## src/inc/dbt_pkg.sv

```systemverilog
// Constants, register map and types for the burst timing engine.
package dbt_pkg;
	localparam int DQ_W = 8;
	localparam int BA_W = 3;
	localparam int ADDR_W = 14;
	localparam int COL_W = 10;
	localparam int BC_BIT = 12;
	localparam int LAT_W = 5;
	localparam int LAT_MAX = 32;
	localparam int REG_AW = 8;
	localparam int PIN_W = 1 + 4 + BA_W + ADDR_W + DQ_W + 1 + 1;

	// Register offsets.
	localparam logic [REG_AW-1:0] REG_CTRL = 8'h00;
	localparam logic [REG_AW-1:0] REG_STAT = 8'h04;

	// Control register fields.
	localparam int CTRL_BM_LSB = 0;
	localparam int CTRL_TDQS = 2;
	localparam int CTRL_CL_LSB = 4;
	localparam int CTRL_CWL_LSB = 8;
	localparam int CTRL_AL_LSB = 12;
	localparam logic [31:0] CTRL_RST = 32'h0000_0551;

	// Status register fields.
	localparam int STAT_VIOL = 0;
	localparam int STAT_WR_BUSY = 1;
	localparam int STAT_RD_BUSY = 2;
	localparam int STAT_CNT_LSB = 8;

	// Burst mode field encodings.
	localparam logic [1:0] BM_FIXED8 = 2'h0;
	localparam logic [1:0] BM_OTF = 2'h1;
	localparam logic [1:0] BM_FIXED4 = 2'h2;

	// Additive latency selections.
	localparam logic [1:0] AL_ZERO = 2'h0;
	localparam logic [1:0] AL_CL1 = 2'h1;
	localparam logic [1:0] AL_CL2 = 2'h2;

	// Link edges per burst: the end lands on the rise at RL+4 or RL+2.
	localparam logic [3:0] BL8_EDGES = 4'h8;
	localparam logic [3:0] BC4_EDGES = 4'h4;

	// Read-to-precharge minimum for reference by the far side.
	localparam int CLK_PERIOD_PS = 5000;
	localparam int TRTP_MIN_PS = 7500;
	localparam int TRTP_MIN_NCK = 4;
	localparam int TRTP_CYC = (TRTP_MIN_PS + CLK_PERIOD_PS - 1) / CLK_PERIOD_PS;

	typedef enum logic {ENG_IDLE, ENG_BURST} dbt_eng_t;
endpackage
```

## src/inc/dbt_lnk_if.sv

```systemverilog
// Sampled link pins and edge strobes passed from the synchroniser to the core.
`timescale 1ns/100ps
interface dbt_lnk_if;
	logic ck_rise;
	logic ck_fall;
	logic cmd_rd;
	logic cmd_wr;
	logic [dbt_pkg::BA_W-1:0] ba;
	logic [dbt_pkg::ADDR_W-1:0] addr;
	logic [dbt_pkg::DQ_W-1:0] dq;
	logic dm;
	logic dqs;
	modport src (output ck_rise, ck_fall, cmd_rd, cmd_wr, ba, addr, dq, dm, dqs);
	modport dst (input ck_rise, ck_fall, cmd_rd, cmd_wr, ba, addr, dq, dm, dqs);
endinterface

```

## src/core/dbt_core.sv

```systemverilog
// Burst length selection, write/read latency and burst data engine.
//
// Design decisions made here: the placing of the registers and the address-and-strobe port.
`timescale 1ns/100ps
// How it works
// - A12 low chops a burst to four beats, high gives eight beats.
// - A12 only picks burst length and never forms part of the column.
// - Burst mode field 00 fixed eight, 01 per-command A12, 10 fixed four.
// - Bad data setup or hold corrupts only that burst; device keeps working.
// - Bad strobe timing corrupts only that burst's location; device never hangs.
// - One mask bit per data byte, timed like data, blocks that byte's write.
// - Mask ignored on reads; becomes termination strobe on writes when enabled.
// - Write data starts after write latency, additive plus CAS write latency.
// - Read drive ends at the rise RL+4 for eight beats, RL+2 chopped.
module dbt_core #(
	parameter int DEPTH = 64
) (
	// Clock and reset
	input wire logic clk,
	input wire logic arst_n,
	// Command pins from the controller
	input wire logic ck,
	input wire logic cs_n,
	input wire logic ras_n,
	input wire logic cas_n,
	input wire logic we_n,
	input wire logic [dbt_pkg::BA_W-1:0] ba,
	input wire logic [dbt_pkg::ADDR_W-1:0] addr,
	// Data pins
	input wire logic [dbt_pkg::DQ_W-1:0] dq_in,
	output logic [dbt_pkg::DQ_W-1:0] dq_out,
	output logic dq_oe,
	input wire logic dqs_in,
	output logic dqs_out,
	output logic dqs_oe,
	// Mask pin, doubling as termination strobe
	input wire logic dm_in,
	output logic tdqs_out,
	output logic tdqs_oe,
	// Register port
	input wire logic [dbt_pkg::REG_AW-1:0] reg_addr,
	input wire logic [31:0] reg_wdata,
	input wire logic reg_wr,
	input wire logic reg_rd,
	output logic [31:0] reg_rdata
);
	localparam int IDX_W = $clog2(DEPTH);

	dbt_lnk_if lnk ();

	dbt_sync u_sync (
		.clk(clk),
		.arst_n(arst_n),
		.pins({ck, cs_n, ras_n, cas_n, we_n, ba, addr, dq_in, dm_in, dqs_in}),
		.lnk(lnk)
	);

	// Registered state.
	logic [31:0] ctrl;
	logic viol;
	logic [7:0] wr_cnt_done;
	logic [dbt_pkg::LAT_MAX-1:0] rd_pipe;
	logic [dbt_pkg::LAT_MAX-1:0] wr_pipe;
	logic [dbt_pkg::LAT_MAX-1:0] bl8_pipe;
	logic [dbt_pkg::COL_W-1:0] col_pipe [dbt_pkg::LAT_MAX];
	dbt_pkg::dbt_eng_t wr_st;
	logic [3:0] wr_beat;
	logic [3:0] wr_edges;
	logic [IDX_W-1:0] wr_base;
	logic wr_dqs_last;
	dbt_pkg::dbt_eng_t rd_st;
	logic [3:0] rd_beat;
	logic [3:0] rd_edges;
	logic [IDX_W-1:0] rd_base;
	logic [dbt_pkg::DQ_W-1:0] mem [DEPTH];

	// Next values.
	logic [31:0] next_ctrl;
	logic next_viol;
	logic [7:0] next_wr_cnt_done;
	logic [dbt_pkg::LAT_MAX-1:0] next_rd_pipe;
	logic [dbt_pkg::LAT_MAX-1:0] next_wr_pipe;
	logic [dbt_pkg::LAT_MAX-1:0] next_bl8_pipe;
	logic [dbt_pkg::COL_W-1:0] next_col_pipe [dbt_pkg::LAT_MAX];
	dbt_pkg::dbt_eng_t next_wr_st;
	logic [3:0] next_wr_beat;
	logic [3:0] next_wr_edges;
	logic [IDX_W-1:0] next_wr_base;
	logic next_wr_dqs_last;
	dbt_pkg::dbt_eng_t next_rd_st;
	logic [3:0] next_rd_beat;
	logic [3:0] next_rd_edges;
	logic [IDX_W-1:0] next_rd_base;
	logic [dbt_pkg::DQ_W-1:0] next_dq_out;
	logic next_dq_oe;
	logic next_dqs_out;
	logic next_tdqs_out;
	logic next_tdqs_oe;
	logic [31:0] next_reg_rdata;
	logic mem_we;
	logic [IDX_W-1:0] mem_idx;

	// Decoded configuration.
	logic [1:0] bm;
	logic tdqs_en;
	logic [dbt_pkg::LAT_W-1:0] cl;
	logic [dbt_pkg::LAT_W-1:0] cwl;
	logic [dbt_pkg::LAT_W-1:0] al;
	logic [dbt_pkg::LAT_W-1:0] rl;
	logic [dbt_pkg::LAT_W-1:0] wl;
	logic cmd_bl8;
	logic wr_start;
	logic rd_start;
	logic any_edge;

	always_comb begin
		bm = ctrl[dbt_pkg::CTRL_BM_LSB +: 2];
		tdqs_en = ctrl[dbt_pkg::CTRL_TDQS];
		cl = {1'b0, ctrl[dbt_pkg::CTRL_CL_LSB +: 4]};
		cwl = {1'b0, ctrl[dbt_pkg::CTRL_CWL_LSB +: 4]};
		case (ctrl[dbt_pkg::CTRL_AL_LSB +: 2])
			dbt_pkg::AL_CL1: al = cl - 5'd1;
			dbt_pkg::AL_CL2: al = cl - 5'd2;
			default: al = '0;
		endcase
		rl = al + cl;
		wl = al + cwl;
		case (bm)
			dbt_pkg::BM_FIXED8: cmd_bl8 = 1'b1;
			dbt_pkg::BM_OTF: cmd_bl8 = lnk.addr[dbt_pkg::BC_BIT];
			default: cmd_bl8 = 1'b0;
		endcase
		any_edge = lnk.ck_rise | lnk.ck_fall;
		wr_start = lnk.ck_rise & wr_pipe[wl - 5'd1];
		rd_start = lnk.ck_rise & rd_pipe[rl - 5'd1];
	end

	// Latency pipelines, one slot per link clock rise.
	always_comb begin
		next_rd_pipe = rd_pipe;
		next_wr_pipe = wr_pipe;
		next_bl8_pipe = bl8_pipe;
		next_col_pipe = col_pipe;
		if (lnk.ck_rise) begin
			next_rd_pipe = {rd_pipe[dbt_pkg::LAT_MAX-2:0], lnk.cmd_rd};
			next_wr_pipe = {wr_pipe[dbt_pkg::LAT_MAX-2:0], lnk.cmd_wr};
			next_bl8_pipe = {bl8_pipe[dbt_pkg::LAT_MAX-2:0], cmd_bl8};
			for (int k = dbt_pkg::LAT_MAX - 1; k > 0; k--) begin
				next_col_pipe[k] = col_pipe[k-1];
			end
			next_col_pipe[0] = lnk.addr[dbt_pkg::COL_W-1:0];
		end
	end

	// Write engine: beat 0 on the rise at WL, then one beat per link edge.
	always_comb begin
		next_wr_st = wr_st;
		next_wr_beat = wr_beat;
		next_wr_edges = wr_edges;
		next_wr_base = wr_base;
		next_wr_dqs_last = wr_dqs_last;
		next_viol = viol;
		next_wr_cnt_done = wr_cnt_done;
		mem_we = 1'b0;
		mem_idx = wr_base + IDX_W'(wr_beat);
		if (wr_start) begin
			next_wr_st = dbt_pkg::ENG_BURST;
			next_wr_base = col_pipe[wl - 5'd1][IDX_W-1:0];
			next_wr_edges = bl8_pipe[wl - 5'd1] ? dbt_pkg::BL8_EDGES : dbt_pkg::BC4_EDGES;
			next_wr_beat = 4'd1;
			next_wr_dqs_last = lnk.dqs;
			mem_idx = col_pipe[wl - 5'd1][IDX_W-1:0];
			mem_we = ~(lnk.dm & ~tdqs_en);
		end else if (wr_st == dbt_pkg::ENG_BURST && any_edge) begin
			// A strobe that failed to toggle is flagged; the beat is still stored.
			if (lnk.dqs == wr_dqs_last) begin
				next_viol = 1'b1;
			end
			next_wr_dqs_last = lnk.dqs;
			mem_we = ~(lnk.dm & ~tdqs_en);
			next_wr_beat = wr_beat + 4'd1;
			// The burst always closes by count, so a bad strobe cannot stall it.
			if (wr_beat + 4'd1 == wr_edges) begin
				next_wr_st = dbt_pkg::ENG_IDLE;
				next_wr_cnt_done = wr_cnt_done + 8'd1;
			end
		end
		if (reg_wr && reg_addr == dbt_pkg::REG_STAT && reg_wdata[dbt_pkg::STAT_VIOL]) begin
			// A violation caught in the clearing cycle survives the clear.
			next_viol = next_viol & (!wr_start && wr_st == dbt_pkg::ENG_BURST && any_edge
				&& lnk.dqs == wr_dqs_last);
		end
	end

	// Read engine: drive from the rise at RL until the rise at RL+4 or RL+2.
	always_comb begin
		next_rd_st = rd_st;
		next_rd_beat = rd_beat;
		next_rd_edges = rd_edges;
		next_rd_base = rd_base;
		next_dq_out = dq_out;
		next_dq_oe = dq_oe;
		next_dqs_out = dqs_out;
		if (rd_start) begin
			next_rd_st = dbt_pkg::ENG_BURST;
			next_rd_base = col_pipe[rl - 5'd1][IDX_W-1:0];
			next_rd_edges = bl8_pipe[rl - 5'd1] ? dbt_pkg::BL8_EDGES : dbt_pkg::BC4_EDGES;
			next_rd_beat = 4'd1;
			next_dq_out = mem[col_pipe[rl - 5'd1][IDX_W-1:0]];
			next_dq_oe = 1'b1;
			next_dqs_out = 1'b1;
		end else if (rd_st == dbt_pkg::ENG_BURST && any_edge) begin
			if (rd_beat == rd_edges) begin
				next_rd_st = dbt_pkg::ENG_IDLE;
				next_dq_oe = 1'b0;
				next_dqs_out = 1'b0;
			end else begin
				next_rd_beat = rd_beat + 4'd1;
				next_dq_out = mem[rd_base + IDX_W'(rd_beat)];
				next_dqs_out = ~dqs_out;
			end
		end
	end

	// Termination strobe output and register port.
	always_comb begin
		next_tdqs_oe = tdqs_en & (next_wr_st == dbt_pkg::ENG_BURST);
		next_tdqs_out = lnk.dqs;
		next_ctrl = ctrl;
		if (reg_wr && reg_addr == dbt_pkg::REG_CTRL) begin
			next_ctrl = reg_wdata;
		end
		next_reg_rdata = '0;
		if (reg_rd) begin
			case (reg_addr)
				dbt_pkg::REG_CTRL: next_reg_rdata = ctrl;
				dbt_pkg::REG_STAT: begin
					next_reg_rdata[dbt_pkg::STAT_VIOL] = viol;
					next_reg_rdata[dbt_pkg::STAT_WR_BUSY] = wr_st == dbt_pkg::ENG_BURST;
					next_reg_rdata[dbt_pkg::STAT_RD_BUSY] = rd_st == dbt_pkg::ENG_BURST;
					next_reg_rdata[dbt_pkg::STAT_CNT_LSB +: 8] = wr_cnt_done;
				end
				default: next_reg_rdata = '0;
			endcase
		end
	end

	always_ff @(posedge clk or negedge arst_n) begin
		if (!arst_n) begin
			ctrl <= dbt_pkg::CTRL_RST;
			viol <= 1'b0;
			wr_cnt_done <= '0;
			rd_pipe <= '0;
			wr_pipe <= '0;
			bl8_pipe <= '0;
			col_pipe <= '{default: '0};
			wr_st <= dbt_pkg::ENG_IDLE;
			wr_beat <= '0;
			wr_edges <= '0;
			wr_base <= '0;
			wr_dqs_last <= 1'b0;
			rd_st <= dbt_pkg::ENG_IDLE;
			rd_beat <= '0;
			rd_edges <= '0;
			rd_base <= '0;
			dq_out <= '0;
			dq_oe <= 1'b0;
			dqs_out <= 1'b0;
			dqs_oe <= 1'b0;
			tdqs_out <= 1'b0;
			tdqs_oe <= 1'b0;
			reg_rdata <= '0;
		end else begin
			ctrl <= next_ctrl;
			viol <= next_viol;
			wr_cnt_done <= next_wr_cnt_done;
			rd_pipe <= next_rd_pipe;
			wr_pipe <= next_wr_pipe;
			bl8_pipe <= next_bl8_pipe;
			col_pipe <= next_col_pipe;
			wr_st <= next_wr_st;
			wr_beat <= next_wr_beat;
			wr_edges <= next_wr_edges;
			wr_base <= next_wr_base;
			wr_dqs_last <= next_wr_dqs_last;
			rd_st <= next_rd_st;
			rd_beat <= next_rd_beat;
			rd_edges <= next_rd_edges;
			rd_base <= next_rd_base;
			dq_out <= next_dq_out;
			dq_oe <= next_dq_oe;
			dqs_out <= next_dqs_out;
			dqs_oe <= next_dq_oe;
			tdqs_out <= next_tdqs_out;
			tdqs_oe <= next_tdqs_oe;
			reg_rdata <= next_reg_rdata;
		end
	end

	// Data storage: flip-flops written one byte per accepted beat.
	always_ff @(posedge clk) begin
		if (mem_we) begin
			mem[mem_idx] <= lnk.dq;
		end
	end
endmodule // dbt_core

```

## src/core/dbt_sync.sv

```systemverilog
// Two-stage synchroniser, link clock edge finder and command decoder.
`timescale 1ns/100ps
module dbt_sync (
	// Clock and reset
	input wire logic clk,
	input wire logic arst_n,
	// Raw pins: ck, cs_n, ras_n, cas_n, we_n, ba, addr, dq, dm, dqs
	input wire logic [dbt_pkg::PIN_W-1:0] pins,
	// Sampled link
	dbt_lnk_if.src lnk
);
	logic [dbt_pkg::PIN_W-1:0] meta;
	logic [dbt_pkg::PIN_W-1:0] sync;
	logic ck_last;
	logic cs_n;
	logic ras_n;
	logic cas_n;
	logic we_n;

	genvar i;
	generate
		for (i = 0; i < dbt_pkg::PIN_W; i++) begin : g_bit
			always_ff @(posedge clk or negedge arst_n) begin
				if (!arst_n) begin
					meta[i] <= 1'b0;
					sync[i] <= 1'b0;
				end else begin
					meta[i] <= pins[i];
					sync[i] <= meta[i];
				end
			end
		end
	endgenerate

	always_ff @(posedge clk or negedge arst_n) begin
		if (!arst_n) begin
			ck_last <= 1'b0;
		end else begin
			ck_last <= sync[dbt_pkg::PIN_W-1];
		end
	end

	assign {cs_n, ras_n, cas_n, we_n} = sync[dbt_pkg::PIN_W-2 -: 4];
	assign {lnk.ba, lnk.addr, lnk.dq, lnk.dm, lnk.dqs} = sync[dbt_pkg::PIN_W-6:0];
	assign lnk.ck_rise = sync[dbt_pkg::PIN_W-1] & ~ck_last;
	assign lnk.ck_fall = ~sync[dbt_pkg::PIN_W-1] & ck_last;
	// Commands are registered only on the rising link clock edge.
	assign lnk.cmd_rd = lnk.ck_rise & ~cs_n & ras_n & ~cas_n & we_n;
	assign lnk.cmd_wr = lnk.ck_rise & ~cs_n & ras_n & ~cas_n & ~we_n;
endmodule // dbt_sync

```

## config.mk

```make
export PLATFORM = sky130hd
export DESIGN_NAME = dbt_core
export DESIGN_NICKNAME = d
export VERILOG_FILES = /design/src/inc/dbt_pkg.sv /design/src/inc/dbt_lnk_if.sv /design/src/core/dbt_core.sv /design/src/core/dbt_sync.sv
export SDC_FILE = /design/constraint.sdc
export NUM_CORES = 2
export LEC_CHECK = 0
export BUFFER_PORTS_ARGS = -buffer_cell sky130_fd_sc_hd__buf_4
export CAP_MARGIN = 10
export CORE_MARGIN = 2
export CORE_UTILIZATION = 55
export DETAILED_ROUTE_END_ITERATION = 16
export GPL_TIMING_DRIVEN = 0
export PLACE_DENSITY = 0.77
export SLEW_MARGIN = 25
export SYNTH_ARGS = -nofsm -noshare
export SYNTH_HDL_FRONTEND = slang
export SYNTH_SLANG_ARGS = --single-unit
```

## constraint.sdc

```tcl
create_clock -name clk -period 14.88 [get_ports clk]
set_input_delay 2.976 -clock clk [delete_from_list [all_inputs] [get_ports clk]]
set_output_delay 2.976 -clock clk [all_outputs]
set_load 0.03 [all_outputs]
```

==> flow_metrics.env <==
export IMPL_cts_setup_buffers=0
export IMPL_hp_start="u_sync.meta[30]"
export IMPL_core_area_um2=83300
export IMPL_syn_cell_area_um2=46100
export IMPL_max_cap_violations=0
export IMPL_yosysWarnings=0
export IMPL_ir_drop_uv=130
export IMPL_stdcell_count=4257
export IMPL_gp_congestion=1.01
export IMPL_min_path_cells=0
export IMPL_r2r_slack_ps=6430
export IMPL_crit_chain="inv_1 > ha_1 > nand2b_1 > a21o_1 > ha_1 > inv_1 > ha_1 > fa_1 > xor2_1 > nand2_1 > a2111oi_0 > nor3_1 > o2111a_1 > nor2_2 > buf_2 > buf_4 > buf_4 > o31ai_1 > a211oi_1 > nor3_1 > nor4_1"
export IMPL_cts_resized=0
export IMPL_r2r_start="ctrl[4]"
export IMPL_cts_sinks=956
export IMPL_synthArstFlopShare=0.464
export IMPL_synth_top_area_share=0.333
export IMPL_drv_slew=0
export IMPL_drtIter0Drc=3900
export IMPL_root_buffer="clkbuf_16"
export IMPL_critPathArrivalTime_ps=8920
export IMPL_synth_distinct_cells=82
export IMPL_synthTopCellsByArea="edfxtp_1 (33%), dfrtp_1 (24%), mux4_2 (14%), mux2_2 (8.6%), mux2i_1 (6.5%)"
export IMPL_hold_viol_final=0
export IMPL_use_met2=0.579
export IMPL_ctsHoldBuffers=0
export IMPL_synth_top_cell_by_area="edfxtp_1"
export IMPL_fin_tns_setup_ps=0
export IMPL_htreeDepth=3
export IMPL_hpwlAfterDp_um=109000
export IMPL_hp_class="flip-flop to flip-flop"
export IMPL_fin_skew_ps=28.9
export IMPL_placedCellCount=4068
export IMPL_hold_end="u_sync.cs_n"
export IMPL_dpl_cell_area_um2=48900
export IMPL_path_max_fanout=10
export IMPL_setup_viol=0
export IMPL_status="finished clean"
export IMPL_met1_usage=0.453
export IMPL_clkLatencyLatePin_ps=690
export IMPL_crit_path_frequent_cell="ha_1"
export IMPL_die_height_um=294
export IMPL_grt_max_degree=102
export IMPL_dr_total_vias=29701
export IMPL_synth_seq_area_share=0.575
export IMPL_power_leakage_nw=21.2
export IMPL_busiest_layer="met2"
export IMPL_cts_buffers_inserted=100
export IMPL_tritoncts="yes"
export IMPL_pin_count=121
export IMPL_crit_slowest_cell="nor4_1"
export IMPL_cp_start_kind="flip-flop"
export IMPL_die_area_um2=86200
export IMPL_power_density_nw_per_um2=162
export IMPL_antenna_found_initial=1
export IMPL_avgSynthCellArea_um2=16.2
export IMPL_numPortBuffers=109
export IMPL_path_buf_inv=5
export IMPL_std_cell_rows=106
export IMPL_grt_first_pass_wirelength_um=221000
export IMPL_first_global_vias=30278
export IMPL_ff2ff_path_depth=21
export IMPL_min_period_over_period=0.568
export IMPL_slew_headroom=0.174
export IMPL_utilization=0.630
export IMPL_yosys_most_used_dff="edfxtp_1"
export IMPL_die_width_um=294
export IMPL_cp_required_ps=15350
export IMPL_fmax_ghz=0.118
export IMPL_slowest_delay_ps=900
export IMPL_worst_slew_pin_slew_ps=1240
export IMPL_syn2layout_area_growth_pct=13.8
export IMPL_post_drt_wl_per_cell_um=36.6
export IMPL_syn_inst=2855
export IMPL_routed_wl_um=156000
export IMPL_dr_pass1_iters=8
export IMPL_nets=3202
export IMPL_ys_ff_latch=956
export IMPL_grt_overflow_total=0
export IMPL_drcViolationCount=0
export IMPL_synth_edf_count=512
export IMPL_critPathTopFamily="simple AND/OR/NAND/NOR gates"
export IMPL_clk_pin_slew_ps=60
export IMPL_rsz0062_at_grt="no"
export IMPL_initial_core_util=0.554
export IMPL_reg2reg_to="dq_out[6]"
export IMPL_crit_type="flip-flop to flip-flop"
export IMPL_drive_gt1_frac=0.364
export IMPL_grt_use_total=0.366
export IMPL_use_met3=0.0914
export IMPL_critPathCaptureType="flip-flop"
export IMPL_syn_num_nets=2967
export IMPL_fin_crit_ps=8450
export IMPL_viasPerCell=6.98
export IMPL_cts_buffer_depth=3
export IMPL_antenna_left=0
export IMPL_design_area_um2=52500
synth_stat cells, types with 5 or more instances:
library cell and count:
nor3_1 17, mux2i_1 301, buf_1 27, or2_2 6, a21o_1 10, ha_1 32, a22oi_1 7, o21ai_0 22
edfxtp_1 512, nand2_1 93, nand3_1 40, nor2b_1 51, a21oi_1 41, dfrtp_1 439, nor2_1 109, a211oi_1 60
buf_2 35, inv_1 36, xor2_1 16, mux2_2 354, nor4_1 9, and2_1 20, buf_4 25, buf_6 10
dfstp_2 5, o22ai_1 20, mux4_1 15, clkbuf_8 5, and3_1 7, o211ai_1 24, a211o_1 10, a2111oi_0 6
o21a_1 8, a22o_1 5, clkbuf_1 88, xnor2_1 19, mux4_2 292, nand4_1 7
stage by stage:
step / power (mW) / setup slack, ps / hold WS (ps)
6_report: 8.48 / 6430 / 345
2_1_floorplan: 4.73 / 9260 / 331
3_3_place_gp: 5.70 / 6260 / 332
4_1_cts: 8.39 / 6630 / 347
5_1_grt: 8.65 / 6380 / 355
3_5_place_dp: 5.78 / 6640 / 335
cells by family after synthesis:
| family | share of synthesized area |
|---|---|
| compound gates | 0.0385 |
| xor+xnor | 0.00792 |
| fa+ha+maj | 0.0104 |
| buf+inv | 0.0242 |
| flops | 0.575 |
| mux | 0.304 |
| simple gates | 0.0409 |
registers in the layout, summed over array words and instances (netlist names), 2 cells and up:
name,count
bl8_pipe,32
col_pipe,192
ctrl,32
dq_out,8
mem,512
rd_base,6
rd_beat,4
rd_edges,2
rd_pipe,32
reg_rdata,32
u_sync.lnk.addr,7
u_sync.lnk.dq,8
u_sync.meta,22
wr_base,6
wr_beat,4
wr_cnt_done,8
wr_edges,2
wr_pipe,32
worst register-to-register path: stages, from the launching register on:
cell	delay [ps]
dfstp_2	610
inv_1	100
ha_1	290
nand2b_1	140
a21o_1	220
ha_1	280
inv_1	40
ha_1	210
fa_1	470
xor2_1	850
nand2_1	570
a2111oi_0	540
nor3_1	130
o2111a_1	230
nor2_2	290
buf_2	520
buf_4	410
buf_4	450
o31ai_1	160
a211oi_1	540
nor3_1	290
nor4_1	900
final cells by class:
type                       instances  area [um2]
fill                            5976       30800
sequential                       956       26500
multi-input combinational       1672       18700
clock buffer                     140        2920
tap                             1080        1350
timing repair buffer             133        1250
buffer                           190        1020
clock inverter                    48         583
inverter                          37         139
antenna                            1        2.50
metal layers:
layer / share of wire / vias up
met2: 0.47 / 2005
met5: 0 / -
met4: 0.078 / 0
li1: - / 11706
met1: 0.35 / 15410
met3: 0.10 / 580
power breakdown:
group          switching (mW)  internal [mW]  leakage (nW)
logic                    1.70          0.995          9.03
registers               0.178           2.97          10.4
clock network            1.09           1.55          1.72
total                    2.96           5.52          21.2
placed cells by master, fill, tap and decap left out, types with 36 or more instances in the layout:
cell type,instances
nor2_1,60
nand2_1,93
clkbuf_1,84
inv_1,36
a21oi_1,41
edfxtp_1,512
dfrtp_1,431
nor2b_1,50
a211oi_1,60
buf_2,47
mux2_2,354
clkbuf_16,106
nor2_2,50
nand3_1,40
buf_4,137
mux4_2,292
mux2i_1,300
how the worst max path moves through the flow:
stage                     startpoint    endpoint  slack (ps)  depth (start not counted)
after CTS                    ctrl[4]   dq_out[6]        6630                         18
after global routing         ctrl[4]   dq_out[6]        6380                         21
after global placement       ctrl[4]  mem[48][1]        6260                         18
after floorplan              ctrl[4]   mem[4][0]        9260                         19
final                        ctrl[4]   dq_out[6]        6430                         21
after detailed placement     ctrl[4]   dq_out[6]        6640                         18
(Power assumes the default switching activity.)
